### src/csda_pkg.sv
// Shared constants for the compare, skip and decimal adjust unit.
package csda_pkg;

  // Register byte addresses on the control bus.
  localparam logic [7:0] ADDR_WORKING_REGISTER_ALIAS  = 8'h00;  // Working register.
  localparam logic [7:0] ADDR_FLAGS = 8'h04;  // Carry and digit carry.
  localparam logic [7:0] ADDR_BANK  = 8'h08;  // Bank select.
  localparam logic [7:0] ADDR_IDX   = 8'h0c;  // Index base for literal offset.
  localparam logic [7:0] ADDR_CTRL  = 8'h10;  // Extended set enable.
  localparam logic [7:0] ADDR_STAT  = 8'h14;  // Execution state, read only.

  // Field positions.
  localparam int FLAG_C_BIT   = 0;  // Carry.
  localparam int FLAG_DC_BIT  = 1;  // Digit carry.
  localparam int CTRL_EXT_BIT = 0;  // Extended instruction set.

  // Reset values.
  localparam logic [7:0]  WORKING_REGISTER_ALIAS_RST = 8'h00;
  localparam logic [3:0]  BANK_RST = 4'h0;
  localparam logic [11:0] IDX_RST  = 12'h000;

  // Opcode patterns.
  localparam logic [6:0]  OP_GT_TOP  = 7'h32;    // 0110 010a.
  localparam logic [6:0]  OP_LT_TOP  = 7'h30;    // 0110 000a.
  localparam logic [15:0] OP_DAW     = 16'h0007;
  localparam logic [3:0]  OP_2W_FF   = 4'hc;     // Two-word register move.
  localparam logic [5:0]  OP_2W_JMP  = 6'h3b;    // Two-word call, goto, load.

  // Addressing and decimal adjust constants.
  localparam logic [7:0] ILO_MAX   = 8'h5f;  // Highest literal offset, 95.
  localparam logic [7:0] ACC_SPLIT = 8'h60;  // Access bank split point.
  localparam logic [3:0] ACC_HIGH  = 4'hf;   // Upper access bank page.
  localparam logic [3:0] BCD_MAX   = 4'h9;   // Largest decimal digit.
  localparam logic [3:0] BCD_FIX   = 4'h6;   // Decimal correction.

  // Timing counts.
  localparam logic [1:0] PHASE_LAST = 2'h3;  // Four phases per cycle.

  // Decoded instruction kinds.
  typedef enum logic [1:0] {K_NONE, K_GT, K_LT, K_DAW} csda_kind_t;

  // True when a word opens a two-word instruction.
  function automatic logic csda_two_word(input logic [15:0] op);
    return (op[15:12] == OP_2W_FF) || (op[15:10] == OP_2W_JMP);
  endfunction : csda_two_word

endpackage : csda_pkg

### src/csda_alu_if.sv
`timescale 1ns/1ps
`default_nettype none
// Carries operands to the decode and arithmetic unit and results back.
interface csda_alu_if;
  import csda_pkg::*;
  logic [15:0] opcode;   // Instruction word under decode.
  logic [7:0]  w;        // Working register value.
  logic [7:0]  fdata;    // Addressed data memory byte.
  logic        c;        // Carry in.
  logic        dc;       // Digit carry in.
  csda_kind_t  kind;     // Decoded kind.
  logic        skip;     // Compare condition holds.
  logic [7:0]  daw_w;    // Adjusted working register.
  logic        daw_c;    // Carry after adjust.
  modport exec (output opcode, w, fdata, c, dc, input kind, skip, daw_w, daw_c);
  modport alu  (input opcode, w, fdata, c, dc, output kind, skip, daw_w, daw_c);
endinterface : csda_alu_if
`default_nettype wire

### src/csda_alu.sv
`timescale 1ns/1ps
`default_nettype none
// Decodes the instruction word and evaluates compares and decimal adjust.
module csda_alu
  import csda_pkg::*;
(
  // Operand and result carrier.
  csda_alu_if.alu bus
);

  logic [8:0] diff;     // Unsigned f minus w with borrow.
  logic [4:0] lo_sum;   // Low nibble after correction.
  logic [4:0] hi_sum;   // High nibble after low carry and correction.
  logic       hi_fix;   // High nibble needs correction.

  // Decode the opcode into a kind.
  always_comb begin
    if (bus.opcode[15:9] == OP_GT_TOP) begin  // RULE1
      bus.kind = K_GT;
    end else if (bus.opcode[15:9] == OP_LT_TOP) begin  // RULE2
      bus.kind = K_LT;
    end else if (bus.opcode == OP_DAW) begin  // RULE8
      bus.kind = K_DAW;
    end else begin
      bus.kind = K_NONE;
    end
  end

  // Both compares come from one unsigned subtraction, no flag is touched.
  always_comb begin
    diff = {1'b0, bus.fdata} - {1'b0, bus.w};  // RULE3
    if (bus.kind == K_GT) begin
      bus.skip = !diff[8] && (diff[7:0] != 8'h00);  // RULE1
    end else if (bus.kind == K_LT) begin
      bus.skip = diff[8];  // RULE2
    end else begin
      bus.skip = 1'b0;
    end
  end

  // Decimal adjust, low nibble first, then high nibble with its carry.
  always_comb begin
    if ((bus.w[3:0] > BCD_MAX) || bus.dc) begin
      lo_sum = {1'b0, bus.w[3:0]} + {1'b0, BCD_FIX};  // RULE9
    end else begin
      lo_sum = {1'b0, bus.w[3:0]};
    end
    hi_sum = {1'b0, bus.w[7:4]} + {4'h0, lo_sum[4]};
    hi_fix = (hi_sum > {1'b0, BCD_MAX}) || bus.c;  // RULE11
    if (hi_fix) begin
      hi_sum = hi_sum + {1'b0, BCD_FIX};
    end
    bus.daw_w = {hi_sum[3:0], lo_sum[3:0]};  // RULE10
    bus.daw_c = hi_fix ? 1'b1 : bus.c;  // RULE11
  end

endmodule : csda_alu
`default_nettype wire

### src/csda_exec_unit.sv
`timescale 1ns/1ps
`default_nettype none
// Behaviour
// RULE1: Greater pattern skips when byte above W.
// RULE2: Less pattern skips when byte below W.
// RULE3: Compare by unsigned subtract, nothing changed.
// RULE4: True compare replaces next word by no-op.
// RULE5: Skipped two-word instruction costs three cycles total.
// RULE6: Bit clear uses access bank, set uses bank.
// RULE7: Greater compare uses literal offset when extended.
// RULE8: Decimal adjust decoded, one cycle long.
// RULE9: Low nibble above nine or DC adds six.
// RULE10: Adjust yields packed BCD, only carry changes.
// RULE11: High nibble above nine or carry adds six.
// RULE12: Decode, read, process, then write W for adjust.
module csda_exec_unit
  import csda_pkg::*;
(
  // Clock and reset.
  input  wire logic        aclk,
  input  wire logic        aresetn,
  // Control bus write address, data and response.
  input  wire logic [7:0]  s_axi_awaddr,
  input  wire logic        s_axi_awvalid,
  output logic             s_axi_awready,
  input  wire logic [31:0] s_axi_wdata,
  input  wire logic [3:0]  s_axi_wstrb,
  input  wire logic        s_axi_wvalid,
  output logic             s_axi_wready,
  output logic [1:0]       s_axi_bresp,
  output logic             s_axi_bvalid,
  input  wire logic        s_axi_bready,
  // Control bus read.
  input  wire logic [7:0]  s_axi_araddr,
  input  wire logic        s_axi_arvalid,
  output logic             s_axi_arready,
  output logic [31:0]      s_axi_rdata,
  output logic [1:0]       s_axi_rresp,
  output logic             s_axi_rvalid,
  input  wire logic        s_axi_rready,
  // Instruction fetch.
  input  wire logic [15:0] fetch_insn,
  input  wire logic [15:0] fetch_next,
  input  wire logic        fetch_valid,
  output logic             fetch_ready,
  // Data memory.
  output logic [11:0]      dmem_addr,
  output logic             dmem_rd,
  input  wire logic [7:0]  dmem_rdata,
  // Core state.
  output logic [7:0]       working_register_alias,
  output logic [1:0]       phase,
  output logic             no_operation
);

  ////////////////////////////////////////////////////////////////////////////
  // Declarations.

  typedef enum logic [1:0] {S_IDLE, S_EXEC, S_SKIP2, S_SKIP1} csda_state_t;

  csda_state_t state_q, state_d;  // Sequencer state.
  logic [1:0]  phase_q, phase_d;  // Phase within the cycle.
  logic [15:0] insn_q;            // Executing instruction.
  logic [15:0] next_q;            // Already fetched next word.
  csda_kind_t  kind_q;            // Kind decoded in the first phase.
  logic        skip_q;            // Skip condition from the third phase.
  logic        ready_q;           // Fetch ready.
  logic        nop_q;             // Discarding a word.
  logic [11:0] addr_q, addr_d;    // Operand address.
  logic        rd_q;              // Operand read strobe.
  logic [7:0]  w_q;               // Working register.
  logic        c_q, dc_q;         // Status flags.
  logic [3:0]  bsr_q;             // Bank select register.
  logic [11:0] idx_q;             // Literal offset base.
  logic        ext_q;             // Extended set enabled.
  logic        take;              // Instruction accepted.
  logic        q4_daw;            // Last phase of an adjust.
  // Bus slave state.
  logic        awready_q, wready_q, bvalid_q, arready_q, rvalid_q;
  logic [7:0]  awaddr_q;
  logic [31:0] wdata_q, rdata_q;
  logic [3:0]  wstrb_q;
  logic        have_aw_q, have_w_q;
  logic [1:0]  bresp_q, rresp_q;
  logic        wr_fire;          // Register write this cycle.
  logic [31:0] rd_mux;           // Read data selected by address.
  logic        rd_hit;           // Read address mapped.

  csda_alu_if alu_bus ();

  ////////////////////////////////////////////////////////////////////////////
  // Arithmetic unit.

  assign alu_bus.opcode = insn_q;
  assign alu_bus.w      = w_q;
  assign alu_bus.fdata  = dmem_rdata;
  assign alu_bus.c      = c_q;
  assign alu_bus.dc     = dc_q;

  csda_alu u_alu (
    .bus (alu_bus.alu)
  );

  ////////////////////////////////////////////////////////////////////////////
  // Sequencer.

  assign take   = fetch_valid && ready_q;
  assign q4_daw = (state_q == S_EXEC) && (phase_q == PHASE_LAST) && (kind_q == K_DAW);

  // Next state: four phases per cycle, skip cycles follow a true compare.
  always_comb begin
    state_d = state_q;
    phase_d = phase_q + 2'h1;
    case (state_q)
      S_IDLE: begin
        phase_d = 2'h0;
        if (take) begin
          state_d = S_EXEC;
        end
      end
      S_EXEC: begin
        if (phase_q == PHASE_LAST) begin
          if (!skip_q) begin
            state_d = S_IDLE;
          end else if (csda_two_word(next_q)) begin
            state_d = S_SKIP2;  // RULE5
          end else begin
            state_d = S_SKIP1;  // RULE4
          end
        end
      end
      S_SKIP2: begin
        if (phase_q == PHASE_LAST) begin
          state_d = S_SKIP1;  // RULE5
        end
      end
      S_SKIP1: begin
        if (phase_q == PHASE_LAST) begin
          state_d = S_IDLE;
        end
      end
      default: begin
        state_d = S_IDLE;
      end
    endcase
  end

  // State, phase and port flags follow the next state.
  always_ff @(posedge aclk) begin
    if (!aresetn) begin
      state_q <= S_IDLE;
      phase_q <= 2'h0;
      ready_q <= 1'b0;
      nop_q   <= 1'b0;
    end else begin
      state_q <= state_d;
      phase_q <= phase_d;
      ready_q <= (state_d == S_IDLE);
      nop_q   <= (state_d == S_SKIP1) || (state_d == S_SKIP2);  // RULE4
    end
  end

  // Latch the instruction and the fetched next word when taken.
  always_ff @(posedge aclk) begin
    if (!aresetn) begin
      insn_q <= 16'h0000;
      next_q <= 16'h0000;
    end else if (take) begin
      insn_q <= fetch_insn;
      next_q <= fetch_next;
    end
  end

  // Operand address: literal offset, access bank or selected bank.
  always_comb begin
    if ((alu_bus.kind == K_GT) && ext_q && !insn_q[8] && (insn_q[7:0] <= ILO_MAX)) begin
      addr_d = idx_q + {4'h0, insn_q[7:0]};  // RULE7
    end else if (!insn_q[8]) begin
      addr_d = (insn_q[7:0] < ACC_SPLIT) ? {4'h0, insn_q[7:0]}
                                         : {ACC_HIGH, insn_q[7:0]};  // RULE6
    end else begin
      addr_d = {bsr_q, insn_q[7:0]};  // RULE6
    end
  end

  // First phase decodes and sets up the read, held during the second.
  always_ff @(posedge aclk) begin
    if (!aresetn) begin
      kind_q <= K_NONE;
      addr_q <= 12'h000;
      rd_q   <= 1'b0;
    end else begin
      rd_q <= 1'b0;
      if ((state_q == S_EXEC) && (phase_q == 2'h0)) begin
        kind_q <= alu_bus.kind;  // RULE12
        addr_q <= addr_d;
        rd_q   <= (alu_bus.kind == K_GT) || (alu_bus.kind == K_LT);  // RULE12
      end
    end
  end

  // Third phase records the compare outcome.
  always_ff @(posedge aclk) begin
    if (!aresetn) begin
      skip_q <= 1'b0;
    end else if ((state_q == S_EXEC) && (phase_q == 2'h2)) begin
      skip_q <= alu_bus.skip;  // RULE3
    end
  end

  ////////////////////////////////////////////////////////////////////////////
  // Core registers; the adjust write in the fourth phase beats software.

  assign wr_fire = have_aw_q && have_w_q && !bvalid_q;

  // Working register.
  always_ff @(posedge aclk) begin
    if (!aresetn) begin
      w_q <= WORKING_REGISTER_ALIAS_RST;
    end else if (q4_daw) begin
      w_q <= alu_bus.daw_w;  // RULE12
    end else if (wr_fire && (awaddr_q == ADDR_WORKING_REGISTER_ALIAS) && wstrb_q[0]) begin
      w_q <= wdata_q[7:0];
    end
  end

  // Status flags; adjust touches carry only.
  always_ff @(posedge aclk) begin
    if (!aresetn) begin
      c_q  <= 1'b0;
      dc_q <= 1'b0;
    end else if (q4_daw) begin
      c_q <= alu_bus.daw_c;  // RULE10
    end else if (wr_fire && (awaddr_q == ADDR_FLAGS) && wstrb_q[0]) begin
      c_q  <= wdata_q[FLAG_C_BIT];
      dc_q <= wdata_q[FLAG_DC_BIT];
    end
  end

  // Bank, index and control registers, software only.
  always_ff @(posedge aclk) begin
    if (!aresetn) begin
      bsr_q <= BANK_RST;
      idx_q <= IDX_RST;
      ext_q <= 1'b0;
    end else if (wr_fire) begin
      if ((awaddr_q == ADDR_BANK) && wstrb_q[0]) begin
        bsr_q <= wdata_q[3:0];
      end
      if (awaddr_q == ADDR_IDX) begin
        if (wstrb_q[0]) begin
          idx_q[7:0] <= wdata_q[7:0];
        end
        if (wstrb_q[1]) begin
          idx_q[11:8] <= wdata_q[11:8];
        end
      end
      if ((awaddr_q == ADDR_CTRL) && wstrb_q[0]) begin
        ext_q <= wdata_q[CTRL_EXT_BIT];
      end
    end
  end

  ////////////////////////////////////////////////////////////////////////////
  // Bus slave: address and data taken in either order, one write at a time.

  // Write channels.
  always_ff @(posedge aclk) begin
    if (!aresetn) begin
      awready_q <= 1'b0;
      wready_q  <= 1'b0;
      have_aw_q <= 1'b0;
      have_w_q  <= 1'b0;
      awaddr_q  <= 8'h00;
      wdata_q   <= 32'h0000_0000;
      wstrb_q   <= 4'h0;
      bvalid_q  <= 1'b0;
      bresp_q   <= 2'h0;
    end else begin
      awready_q <= !have_aw_q && !(s_axi_awvalid && awready_q) && !bvalid_q;
      wready_q  <= !have_w_q && !(s_axi_wvalid && wready_q) && !bvalid_q;
      if (s_axi_awvalid && awready_q) begin
        have_aw_q <= 1'b1;
        awaddr_q  <= {s_axi_awaddr[7:2], 2'b00};
      end
      if (s_axi_wvalid && wready_q) begin
        have_w_q <= 1'b1;
        wdata_q  <= s_axi_wdata;
        wstrb_q  <= s_axi_wstrb;
      end
      if (wr_fire) begin
        have_aw_q <= 1'b0;
        have_w_q  <= 1'b0;
        bvalid_q  <= 1'b1;
        bresp_q   <= (awaddr_q <= ADDR_CTRL) ? 2'h0 : 2'h3;
      end else if (bvalid_q && s_axi_bready) begin
        bvalid_q <= 1'b0;
      end
    end
  end

  // Read data by address; unmapped reads answer with a decode error.
  always_comb begin
    rd_hit = 1'b1;
    case ({s_axi_araddr[7:2], 2'b00})
      ADDR_WORKING_REGISTER_ALIAS:  rd_mux = {24'h0, w_q};
      ADDR_FLAGS: rd_mux = {30'h0, dc_q, c_q};
      ADDR_BANK:  rd_mux = {28'h0, bsr_q};
      ADDR_IDX:   rd_mux = {20'h0, idx_q};
      ADDR_CTRL:  rd_mux = {31'h0, ext_q};
      ADDR_STAT:  rd_mux = {25'h0, nop_q, skip_q, kind_q, 1'b0, state_q};
      default: begin
        rd_mux = 32'h0000_0000;
        rd_hit = 1'b0;
      end
    endcase
  end

  // Read channels.
  always_ff @(posedge aclk) begin
    if (!aresetn) begin
      arready_q <= 1'b0;
      rvalid_q  <= 1'b0;
      rdata_q   <= 32'h0000_0000;
      rresp_q   <= 2'h0;
    end else begin
      arready_q <= !rvalid_q && !(s_axi_arvalid && arready_q);
      if (s_axi_arvalid && arready_q) begin
        rvalid_q <= 1'b1;
        rdata_q  <= rd_mux;
        rresp_q  <= rd_hit ? 2'h0 : 2'h3;
      end else if (rvalid_q && s_axi_rready) begin
        rvalid_q <= 1'b0;
      end
    end
  end

  ////////////////////////////////////////////////////////////////////////////
  // Outputs.

  assign s_axi_awready          = awready_q;
  assign s_axi_wready           = wready_q;
  assign s_axi_bvalid           = bvalid_q;
  assign s_axi_bresp            = bresp_q;
  assign s_axi_arready          = arready_q;
  assign s_axi_rvalid           = rvalid_q;
  assign s_axi_rdata            = rdata_q;
  assign s_axi_rresp            = rresp_q;
  assign fetch_ready            = ready_q;
  assign dmem_addr              = addr_q;
  assign dmem_rd                = rd_q;
  assign working_register_alias = w_q;
  assign phase                  = phase_q;
  assign no_operation           = nop_q;

  logic q3_cmp;  // Third phase of a compare.
  logic q4_end;  // Last phase of an executing cycle.
  assign q3_cmp = (state_q == S_EXEC) && (phase_q == 2'h2) &&
                  ((kind_q == K_GT) || (kind_q == K_LT));
  assign q4_end = (state_q == S_EXEC) && (phase_q == PHASE_LAST);
endmodule : csda_exec_unit
`default_nettype wire

### config.mk
export PLATFORM = sky130hd
export DESIGN_NAME = csda_exec_unit
export DESIGN_NICKNAME = d
export VERILOG_FILES = /design/src/csda_pkg.sv /design/src/csda_alu_if.sv /design/src/csda_alu.sv /design/src/csda_exec_unit.sv
export SDC_FILE = /design/constraint.sdc
export NUM_CORES = 1
export LEC_CHECK = 0
export ABC_CLOCK_PERIOD_IN_PS = 3020
export BUFFER_PORTS_ARGS = -buffer_cell sky130_fd_sc_hd__buf_4
export CORE_MARGIN = 2
export CORE_UTILIZATION = 48
export DETAILED_ROUTE_END_ITERATION = 10
export PLACE_DENSITY = 0.77
export SETUP_SLACK_MARGIN = 0.02
export SLEW_MARGIN = 20
export SYNTH_ARGS = -nofsm -noshare
export SYNTH_HDL_FRONTEND = slang
export SYNTH_HIERARCHICAL = 1
export SYNTH_SLANG_ARGS = --single-unit
### constraint.sdc
create_clock -name aclk -period 3.02 [get_ports aclk]
set_input_delay 0.151 -clock aclk [delete_from_list [all_inputs] [get_ports aclk]]
set_output_delay 0.151 -clock aclk [all_outputs]
set_load 0.05 [all_outputs]
==> Word-level counts from Yosys, hierarchy flattened <==
Index checks and enable logic that the tools add are counted.
{ "word_totals": {"romBits": 0, "mem_bits_rw": 0, "latch_bits": 0, "mem_count": 0, "reg_bits": 144, "inputBits": 100} }
{ "classes": {"mux": 30, "addsub": 6, "eq_ne": 26, "n_bitwise": 2, "n_mul": 0, "order_cmp": 5, "n_shift": 0, "reduce_logical": 62, "div": 0} }
{ "ops": {"columns": ["operator", "count"], "rows": [
  ["$pmux 12 s6", 1],
  ["$mux 12", 3],
  ["$logic_and 1x1->1", 27],
  ["$eq 6x2->1 const B", 4],
  ["$mux 2", 10],
  ["$eq 6x3->1 const B", 3],
  ["$eq 16x3->1 const B", 1],
  ["$eq 2x2->1 const B", 8],
  ["$mux 8", 2],
  ["$eq 7x6->1 const B", 2],
  ["$add 12x8->12", 1],
  ["$eq 6x1->1 const B", 2],
  ["$reduce_and 2->1", 6],
  ["$mux 1", 11],
  ["$logic_not 1->1", 9],
  ["$sub 8x8->9", 1],
  ["$le 8x5->1 const B", 1],
  ["$le 8x7->1 const B", 1],
  ["$logic_not 8->1", 1],
  ["$lt 8x7->1 const B", 1],
  ["$pmux 2 s4", 1],
  ["$reduce_bool 2->1", 4],
  ["$reduce_bool 8->1", 1],
  ["$eq 6x6->1 const B", 1],
  ["other kinds (18)", 29]
]} }

==> Logic depth before layout (Yosys ltp) <==
Gate-level depths: netlist of run 1.
{ "depth": {"ltp_word": 9, "depth_mapped": 14, "ltp_nobuf": 13} }

==> Cells and area by module <==
The synthesis of run 1 kept the hierarchy.
{ "by_module_without_submodules": {"columns": ["module", "seq_area_each_um2", "area_per_inst_um2", "cells_per_inst", "n_inst"], "rows": [
  ["csda_exec_unit", 2222.1, 5187.5, 627, 1],
  ["csda_alu", 0.0, 713.2, 97, 1]
]} }

==> Least setup slack after synthesis of run 1 <==
No wires, ideal clock.
{ "synth_path": {"kind": "register to register", "from": "reg w_q[1], in the netlist working_register_alias[1]", "to": "reg w_q[7], in the netlist working_register_alias[7]", "setup_ps": 121, "arrival_time_ps": 3230, "slack_ps": -331, "required_ps": 2899, "path_stages_with_launch": 15, "path_buffers": 1, "path_cell_list": "dfxtp_1 -> inv_1 -> a21oi_1 -> ha_1 -> ha_1 -> xnor2_2 -> ha_1 -> a21boi_1 -> a2111oi_1 -> or4_1 -> buf_6 -> nor2b_4 -> xnor2_2 -> o21ai_0 -> a21oi_1"} }
{ "synth_via": {"elab_chain_cells": 8, "elab_cells_between_ends": 10, "classes_between": "add/sub (3); order compare (2); mux (3); reduce/logical (2)"} }
{ "synth_lines": {"columns": ["item", "line_no", "rtl"], "rows": [
  ["from (decl)", "csda_exec_unit.sv:71", "logic [7:0] w_q;"],
  ["from (signal assigned)", "csda_exec_unit.sv:221", "w_q <= alu_bus.daw_w;"],
  ["from (signal assigned)", "csda_exec_unit.sv:223", "w_q <= wdata_q[7:0];"],
  ["$gt 4x4->1", "csda_alu.sv:43", "if ((bus.w[3:0] > BCD_MAX) || bus.dc) begin"],
  ["$logic_or 1x1->1", "csda_alu.sv:43", null],
  ["$mux 5 *", "csda_alu.sv:43", null],
  ["$add 4x1->5 *", "csda_alu.sv:48", "hi_sum = {1'b0, bus.w[7:4]} + {4'h0, lo_sum[4]};"],
  ["$gt 5x4->1", "csda_alu.sv:49", "hi_fix = (hi_sum > {1'b0, BCD_MAX}) || bus.c;"],
  ["$logic_or 1x1->1", "csda_alu.sv:49", null],
  ["$mux 4 *", "csda_alu.sv:50", "if (hi_fix) begin"],
  ["net alu_bus.daw_w[7]", "csda_alu_if.sv:13", "logic [7:0] daw_w;"],
  ["$mux 8 *", "csda_exec_unit.sv:220", "end else if (q4_daw) begin"]
]} }
The timed path passes the listed nets; every way through them passes the cells marked *. The select of a mux whose other input is x is not followed.
A chain may end at the register's enable or synchronous reset.

==> Worst setup path after layout of run 1 <==
{ "layout_path": {"from": "reg w_q[2], in the netlist working_register_alias[2]", "to": "reg w_q[5], in the netlist working_register_alias[5]"} }
Same word-level chain as after synthesis.

==> flow_summary.toml, run 1 <==
[worst_setup_path]
path_cells = "inv_1 > a21oi_2 > ha_2 > ha_2 > xnor2_2 > ha_2 > a21boi_2 > a2111oi_1 > or4_1 > buf_4 > xnor2_1 > o21ai_0 > a21oi_1"
worst_path_max_delay_cell = "or4_1"
critPathRequiredTime_ns = 3.22
crit_fanout = 5
crit_type = "flop to flop"
slowest_delay_ns = 0.54
crit_top_cell = "ha_2"
arrival_ns = 3.08
end_kind = "flop"
startpoint_type = "flop"

[logic_synthesis]
synth_edf_count = 0
yosysSeqAreaShare_pct = 37.7
netlist_instances = 724
synth_cell_types = 67
ys_ff_latch = 111
syn_area_per_cell_um2 = 8.15
async_flop_share_pct = 0
synth.cell_area_um2 = 5900
synthFlopType = "dfxtp_1"
yosys_warnings = 6

[floorplan]
die_x_um = 115
row_count = 40
coreArea_um2 = 12000
start_util_pct = 49.1
io_pins = 166
fp.dieH_um = 115
dieArea_um2 = 13200

[cts]
cts_made_buffers = 9
cts.path.max_buffers = 2
cts_max_level = 3
cts_sinks = 111
root_buffer = "clkbuf_16"
cts_tree = "done"
clk_latency_ns = 0.35
path_clk_slew_ns = 0.07

[layout]
num_antenna_cells = 0
drive_gt1_share_pct = 19.1
area_growth_pct = 18.8
fill_cells = 1098
final_area_um2 = 7010
nets = 939
post-route-util_pct = 58.3
mostFrequentLayoutCells = "nand2_1, buf_4, dfxtp_1"
layout_commonest_cell = "nand2_1"

[power]
ir_drop_uv = 306
power_switching_w = 0.000865
clock_power_share_pct = 37.1
leakage_nw = 2.85
comb_power_share_pct = 13.7
p_sw_share_pct = 27.3
power.share.sequential_pct = 49.1
power_density_nw_per_um2 = 452
power.internal_w = 0.00230

[grt]
grt_pass1_wl_um = 22800
antenna_found_initial = 0
grt_pass1_vias = 4611
gr-usage-all-layers_pct = 21.8
grt_max_degree = 40
grt_overflow = 0

[drt]
vias = 5326
first_iter_violations = 377
totalWireLength_um = 14600
via_per_inst = 5.53
wl_per_cell_um = 15.2
postRouteAntennaNets = 0
drc = 0
firstDrtPassIters = 7

[run_status]
outcome = "finished, final reports clean"

[timing]
finalSetupTns_ns = 0
finalCritPeriodShare_pct = 95.1
fin_worst_skew_ns = 0.00606
period_needed_ns = 2.87
max_freq_mhz = 348
worstMarginPinSlew_ns = 1.01
hold_violations = 0
drv_slew = 0
worst_slack_ns = 0.147
slew_headroom_pct = 32.5
rsz0062_at_grt = "false"
setup-violations-final = 0

[placement]
hpwl_um = 10700
place.gp.congestion = 0.935
place_ws_ns = 0.0581
placed_area_um2 = 6690
io_buffers = 109

[min_path]
hp-class = "input port to flop"

[run]
cap_viol_max_count = 0
## routing by layer
metal | vias to the layer above | global-route usage [%] | wire [um]
met5 | - | 0 | 0
met4 | 0 | 6.10 | 201
met3 | 16 | 3.32 | 773
met2 | 159 | 35.1 | 6730
met1 | 2480 | 30.6 | 6890
li1 | 2671 | - | -
## metrics by stage
step	hold slack [ns]	std cells	total power (W)
final	0.0436	963	0.00317
after global routing	0.0401	963	0.00329
after CTS	0.0389	960	0.00319
after detailed placement	0.410	945	0.00202
after global placement	0.399	945	0.00202
after floorplan	0.287	743	0.00190
## synth_stat cells, types with 5 or more instances
master	n	share of area [%]
a211o_1	5	0.74
a211oi_1	7	0.89
a21oi_1	81	6.9
and3_1	7	0.74
buf_4	25	3.2
clkbuf_1	22	1.4
dfxtp_1	111	38
ha_1	25	5.3
inv_1	31	2.0
mux2i_1	33	5.6
nand2_1	129	8.2
nand2b_1	7	0.74
nand3_1	25	2.1
nand3b_1	5	0.64
nor2_1	46	2.9
nor2b_1	5	0.53
nor3_1	11	0.93
nor4_1	6	0.64
o211ai_1	5	0.64
o21ai_0	39	3.3
xnor2_1	6	0.89
## power by group through the flow
stage	clock network, W	registers (W)	logic (W)
5_1_grt	0.00126	0.00156	0.000475
3_3_place_gp	0	0.00159	0.000430
4_1_cts	0.00120	0.00156	0.000435
3_5_place_dp	0	0.00159	0.000432
6_report	0.00118	0.00156	0.000435
2_1_floorplan	0	0.00163	0.000267
## timing repair
action / 4_1_cts / 5_1_grt
hold buffers: 0 / 0
resized for setup: 0 / 6
setup endpoints to repair: 0 / 4
setup buffers: 0 / 3
hold endpoints to repair: 0 / 0
## critical path, delay by kind of cell, from the launching register on
family / cells / cell delay (ns)
adders and majority gates: 3 / 0.66
xor gates and xnor gates: 2 / 0.27
buffers and inverters: 2 / 0.24
DFF: 1 / 0.37
and+or+nand+nor: 1 / 0.54
AOI/OAI and AO/OA: 5 / 0.63
## worst paths after layout
kind                                           from                                     end  slack (ns)  cells after the start
max reg2reg  working_register_alias[2]$_SDFFE_PN0P_  working_register_alias[5]$_SDFFE_PN0P_        0.15                     13
max          working_register_alias[2]$_SDFFE_PN0P_  working_register_alias[5]$_SDFFE_PN0P_        0.15                     13
min                                   fetch_insn[9]          alu_bus.opcode[9]$_SDFFE_PN0P_        0.04                      3
min reg2reg            s_axi_rdata[10]$_SDFFE_PN0P_            s_axi_rdata[10]$_SDFFE_PN0P_        0.45                      2
## sequential cells by signal (all words and copies together) (netlist names), 4 cells and up
| register | flops |
|---|---|
| s_axi_rdata | 12 |
| bsr_q | 4 |
| awaddr_q | 6 |
| wdata_q | 12 |
| next_q | 6 |
| idx_q | 12 |
| dmem_addr | 12 |
| alu_bus.opcode | 16 |
| working_register_alias | 8 |
## area by class of cell
type                       count  area (um^2)  share of cell area (%)
inverter                      31          116                    1.66
multi-input combinational    543         3300                    47.1
tap                          147          184                    2.62
sequential                   111         2230                    31.9
clock inverter                 5         57.6                   0.821
timing repair buffer         116          883                    12.6
clock buffer                  10          229                    3.27
## kinds of logic (layout without fill, tap and decap cells)
logic type	count (synthesis)	after routing	synth area share [%]
multiplexers	37	37	6.74
AO/OA/AOI/OAI	178	178	18.2
flip-flops	111	111	37.7
adder cells (fa/ha/maj)	27	27	5.98
other	1	20	0.0636
XOR/XNOR	10	10	1.74
AND/OR/NAND/NOR	271	271	21.8
buffers and inverters	89	162	7.82
Note: power is estimated with default switching activity, not from simulation.
==> run 2, diff against run 1 <==
--- a/config.mk
+++ b/config.mk
@@ -7,10 +7,12 @@
 export LEC_CHECK = 0
 export ABC_CLOCK_PERIOD_IN_PS = 3020
 export BUFFER_PORTS_ARGS = -buffer_cell sky130_fd_sc_hd__buf_4
+export CELL_PAD_IN_SITES_DETAIL_PLACEMENT = 1
+export CELL_PAD_IN_SITES_GLOBAL_PLACEMENT = 1
 export CORE_MARGIN = 2
-export CORE_UTILIZATION = 48
+export CORE_UTILIZATION = 34
 export DETAILED_ROUTE_END_ITERATION = 10
-export PLACE_DENSITY = 0.77
+export PLACE_DENSITY_LB_ADDON = 0.1
 export SETUP_SLACK_MARGIN = 0.02
 export SLEW_MARGIN = 20
 export SYNTH_ARGS = -nofsm -noshare
==> run 2 against run 1 <==
Fmax decreased by 1.1%. Clock skew increased by 0.0022 ns. Wire length increased by 23%. Clock power about the same. Critical endpoint is now working_register_alias[6]$_SDFFE_PN0P_. Core utilization decreased by 17 points. Cell area increased by 2.0%. Non-clock buffer count increased by 3. Critical path type unchanged. Sequential share of layout area decreased by 0.62 points. Setup slack got worse by 0.033 ns. Register-to-register slack got worse by 0.03 ns.
==> flow_summary.toml, run 2 (synthesized netlist as in run 1, its figures left out) <==
[run_status]
outcome = "finished, final reports clean"

[layout]
layout_commonest_cell = "nand2_1"
largest_register_ffs = 16
area_growth_pct = 21.1
final_area_um2 = 7150
num_antenna_cells = 0
drive_gt1_share_pct = 19.9
mostFrequentLayoutCells = "nand2_1, buf_4, dfxtp_1"
nets = 942
post-route-util_pct = 41.8

[floorplan]
start_util_pct = 34.5
fp.dieH_um = 136
row_count = 48
io_pins = 166
die_x_um = 136
coreArea_um2 = 17100
dieArea_um2 = 18400

[grt]
grt_pass1_wl_um = 28400
grt_pass1_vias = 5423
grt_overflow = 0
gr-usage-all-layers_pct = 19.4
grt_max_degree = 28
antenna_found_initial = 0

[timing]
fin_worst_skew_ns = 0.00829
slew_headroom_pct = 48.7
hold_violations = 0
setup-violations-final = 0
whs_ns = 0.0385
drv_slew = 0
period_needed_ns = 2.91
worstMarginPinSlew_ns = 0.770
finalCritPeriodShare_pct = 96.2
max_freq_mhz = 344
rsz0062_at_grt = "true"

[min_path]
min_to = "wdata_q[11]$_SDFFE_PN0P_"
whs_path_depth = 3
worstHoldStart = "s_axi_wdata[11]"
hp-class = "input port to flop"

[drt]
totalWireLength_um = 17900
vias = 5405
wl_per_cell_um = 17.1
postRouteAntennaNets = 0
first_iter_violations = 298
via_per_inst = 5.17
firstDrtPassIters = 4
drc = 0

[cts]
cts_made_buffers = 9
path_clk_slew_ns = 0.07
cts_max_level = 3
cts-hold-fix-buffers = 0
cts_sinks = 111
cts_tree = "done"
cts.path.max_buffers = 2
root_buffer = "clkbuf_16"
clk_latency_ns = 0.36

[worst_setup_path]
crit_fanout = 5
path_cells = "inv_1 > a21oi_2 > ha_2 > ha_4 > xnor2_2 > buf_4 > ha_1 > a21boi_2 > a2111oi_1 > or4_1 > buf_4 > mux2i_1 > o21ai_0 > a21oi_1"
end_kind = "flop"
worst_path_max_delay_cell = "a2111oi_1"
reg2reg_depth = 14
critPathRequiredTime_ns = 3.31
timing.rr.end = "working_register_alias[6]$_SDFFE_PN0P_"
slowest_delay_ns = 0.48
arrival_ns = 3.19
crit_family = "compound AO/OA/AOI/OAI gates"
crit_top_cell = "buf_4"
crit_type = "flop to flop"
worstPathBufferInverterCount = 3
startpoint_type = "flop"
rrSetupSlack_ns = 0.11
timing.rr.start = "working_register_alias[2]$_SDFFE_PN0P_"

[power]
power.internal_w = 0.00227
power.share.sequential_pct = 48.9
power_switching_w = 0.000916
finalPower_w = 0.00319
leakage_nw = 2.87
clock_power_share_pct = 37.1
ir_drop_uv = 260
power_density_nw_per_um2 = 446
p_sw_share_pct = 28.8
comb_power_share_pct = 14.0

[run]
cap_viol_max_count = 0

[placement]
placed_area_um2 = 6780
place.gp.congestion = 0.797
hpwl_um = 13700
io_buffers = 109
[run 2: power by group through the flow]
stage | Clock [W] | Combinational, W | Sequential [W]
finish | 0.00118 | 0.000447 | 0.00156
global route | 0.00127 | 0.000489 | 0.00157
CTS | 0.00122 | 0.000449 | 0.00156
detailed placement | 0 | 0.000447 | 0.00159
global placement | 0 | 0.000437 | 0.00159
floorplan | 0 | 0.000267 | 0.00163
[run 2: layout make-up]
type / instances / area, um^2
Fill cell: 2106 / 9970
Multi-Input combinational cell: 543 / 3330
Sequential cell: 111 / 2230
Timing Repair Buffer: 119 / 893
Tap cell: 225 / 282
Clock buffer: 11 / 253
Inverter: 31 / 116
Clock inverter: 5 / 37.5
[run 2: repair_timing]
item / in CTS / in global routing
gates resized for setup: 0 / 9
buffers inserted: 2 / 3
gates cloned: 0 / 0
endpoints found under the setup margin: 3 / 7
pin swaps: 1 / 4
[run 2: worst register-to-register path, stage by stage, from the launching register on]
cell and delay [ns]:
dfxtp_4 0.36, inv_1 0.12, a21oi_2 0.08, ha_2 0.21, ha_4 0.17, xnor2_2 0.27
buf_4 0.17, ha_1 0.16, a21boi_2 0.07, a2111oi_1 0.48, or4_1 0.22, buf_4 0.14
mux2i_1 0.17, o21ai_0 0.10, a21oi_1 0.13
[run 2: how the worst max path moves through the flow]
stage                                                       from                                      to  cells after the start
final                     working_register_alias[2]$_SDFFE_PN0P_  working_register_alias[6]$_SDFFE_PN0P_                     14
after global routing      working_register_alias[2]$_SDFFE_PN0P_  working_register_alias[6]$_SDFFE_PN0P_                     14
after CTS                 working_register_alias[2]$_SDFFE_PN0P_  working_register_alias[6]$_SDFFE_PN0P_                     13
after detailed placement  working_register_alias[2]$_SDFFE_PN0P_  working_register_alias[6]$_SDFFE_PN0P_                     13
after global placement    working_register_alias[2]$_SDFFE_PN0P_  working_register_alias[6]$_SDFFE_PN0P_                     13
after floorplan           working_register_alias[1]$_SDFFE_PN0P_  working_register_alias[7]$_SDFFE_PN0P_                     14
[run 2: metal layers]
metal	vias up	GRT usage, %	share of wire (%)
met5	-	0	0
met2	89	34.3	50
met4	0	3.82	0.91
met1	2628	25.0	46
met3	14	3.25	3.3
li1	2674	-	-
[run 2: through the flow]
stage	std cells	TNS, ns	worst slack, ns
floorplan	743	0	0.0301
global placement	1024	0	0.142
detailed placement	1024	0	0.00633
CTS	1042	0	0.0700
global route	1045	-0.240	-0.0835
finish	1045	0	0.114
==> run 3, diff against run 2 <==
--- a/config.mk
+++ b/config.mk
@@ -17,5 +17,4 @@
 export SLEW_MARGIN = 20
 export SYNTH_ARGS = -nofsm -noshare
 export SYNTH_HDL_FRONTEND = slang
-export SYNTH_HIERARCHICAL = 1
 export SYNTH_SLANG_ARGS = --single-unit
==> run 3 against run 2 <==
Register-to-register slack better by 0.15 ns. Largest cell class unchanged. Highest routed layer unchanged. Largest power group unchanged. Die area down 1.0%. First-iteration DRC count down 30%.
==> flow_summary.toml, run 3 <==
[run_status]
outcome = "finished, final reports clean"

[logic_synthesis]
synth_cell_types = 74
synthTopCellsByCount = "nand2_1, dfxtp_1, a21oi_1"
synth.top_cell.area_share_pct = 38.1
synthFlopType = "dfxtp_1"
synth.cell_area_um2 = 5840
yosysMostFrequentCell = "nand2_1"
netlist_instances = 706
syn_area_per_cell_um2 = 8.27
yosysTopAreaCell = "dfxtp_1"
synthTopCellsByArea = "dfxtp_1, nand2_1, ha_1"
synth_edf_count = 0
ys_ff_latch = 111
yosysSeqAreaShare_pct = 38.1
yosys_warnings = 0
async_flop_share_pct = 0

[drt]
vias = 5238
postRouteAntennaNets = 0
totalWireLength_um = 18100
first_iter_violations = 208
via_per_inst = 5.11
drc = 0
firstDrtPassIters = 4
wl_per_cell_um = 17.7

[grt]
grt_overflow = 0
antenna_found_initial = 0
top_usage_layer = "met2"
grt_pass1_vias = 5467
grt_pass1_wl_um = 29100
use_met1_pct = 27.9
grt_max_degree = 54
gr-usage-all-layers_pct = 20.4
met3_usage_pct = 3.23
use_met2_pct = 33.7

[floorplan]
io_pins = 166
row_count = 47
start_util_pct = 34.9
fp.dieH_um = 135
die_x_um = 135
dieArea_um2 = 18200
coreArea_um2 = 16700

[power]
power.internal_w = 0.00242
comb_power_share_pct = 14.1
leakage_nw = 2.78
ir_drop_uv = 272
power_switching_w = 0.000943
p_sw_share_pct = 28.1
power.share.sequential_pct = 46.7
power_density_nw_per_um2 = 473
clock_power_share_pct = 39.2

[cts]
cts_max_level = 3
cts_sinks = 111
clk_latency_ns = 0.36
cts_made_buffers = 9
cts_setup_buffers = 0
root_buffer = "clkbuf_16"
cts.path.max_buffers = 2
cts_tree = "done"
cts-hold-fix-buffers = 0
path_clk_slew_ns = 0.07
ctsResizeCount = 0

[timing]
setup-violations-final = 0
rsz0062_at_grt = "false"
worstMarginPinSlew_ns = 0.780
finalCritPeriodShare_pct = 91.4
slew_headroom_pct = 48.0
drv_slew = 0
hold_violations = 0
finalSetupTns_ns = 0
period_needed_ns = 2.76
max_freq_mhz = 362
fin_worst_skew_ns = 0.0153
whs_ns = 0.0400

[worst_setup_path]
path_cells = "or4_1 > or3_1 > nor3_2 > or2_2 > ha_1 > nand3_1 > o311ai_0 > o21ai_0 > nor2_1"
startpoint_type = "flop"
arrival_ns = 3.05
worst_path_max_delay_cell = "o311ai_0"
critPathRequiredTime_ns = 3.31
end_kind = "flop"
crit_type = "flop to flop"
crit_family = "simple AND/OR/NAND/NOR gates"
crit_fanout = 4
worstPathBufferInverterCount = 0
slowest_delay_ns = 0.56

[placement]
place.gp.congestion = 0.809
hpwl_um = 14100
io_buffers = 109

[layout]
num_antenna_cells = 0
nets = 928
drive_gt1_share_pct = 19.5
layout_commonest_cell = "nand2_1"
area_growth_pct = 21.6
post-route-util_pct = 42.5
largest_register_ffs = 16
mostFrequentLayoutCells = "nand2_1, buf_4, dfxtp_1"

[min_path]
hp-class = "input port to flop"

[run]
cap_viol_max_count = 0
[run 3: worst paths after layout]
path / start / end / slack, ns / cells after the start
worst min-delay path: fetch_insn[11] / alu_bus.opcode[11]$_SDFFE_PN0P_ / 0.04 / 3
worst max-delay path: alu_bus.opcode[7]$_SDFFE_PN0P_ / dmem_addr[2]$_SDFFE_PN0P_ / 0.26 / 9
worst max register to register: alu_bus.opcode[7]$_SDFFE_PN0P_ / dmem_addr[2]$_SDFFE_PN0P_ / 0.26 / 9
worst min register to register: next_q[15]$_SDFFE_PN0P_ / next_q[15]$_SDFFE_PN0P_ / 0.46 / 2
[run 3: routing by layer]
metal | vias up | wire length (um)
li1 | 2595 | -
met1 | 2504 | 8660
met2 | 124 | 8400
met3 | 15 | 851
met4 | 0 | 227
met5 | - | 0
[run 3: final cells by class]
type	count	area, um^2
Fill cell	2029	9600
Multi-Input combinational cell	531	3280
Inverter	28	105
Clock buffer	10	229
Clock inverter	6	91.3
Timing Repair Buffer	119	893
Sequential cell	111	2220
Tap cell	220	275
[run 3: logic make-up (layout without fill, tap and decap cells)]
logic type	Yosys count	in the layout	synth area share, %
AND/OR/NAND/NOR	269	269	23.1
AO/OA/AOI/OAI	176	176	19.3
flip-flops	111	111	38.1
buffers and inverters	83	163	6.95
adder cells (fa/ha/maj)	28	28	6.26
multiplexers	26	26	4.50
XOR/XNOR	12	12	1.80
other	1	20	0.0642
[run 3: metrics by stage]
step	setup WS [ns]	cell area (um^2)	instances	total power [W]
floorplan	0.309	5910	725	0.00192
finish	0.260	7100	1025	0.00336
CTS	0.294	7100	1025	0.00339
global route	0.0858	7100	1025	0.00352
detailed placement	0.319	6780	1009	0.00208
global placement	0.391	6780	1009	0.00206
[run 3: worst reg2reg max path: cells and delay by family, from the launching register on]
kind,cells,cell delay (ns)
flip-flops,1,0.31
adder cells (fa/ha/maj),1,0.25
AO/OA/AOI/OAI,2,0.73
AND/OR/NAND/NOR,6,1.40
[run 3: power by group through the flow]
stage | registers, W | logic (W) | clock network [W]
3_3_place_gp | 0.00160 | 0.000463 | 0
5_1_grt | 0.00158 | 0.000517 | 0.00143
4_1_cts | 0.00157 | 0.000477 | 0.00135
6_report | 0.00157 | 0.000473 | 0.00132
3_5_place_dp | 0.00160 | 0.000475 | 0
2_1_floorplan | 0.00165 | 0.000277 | 0
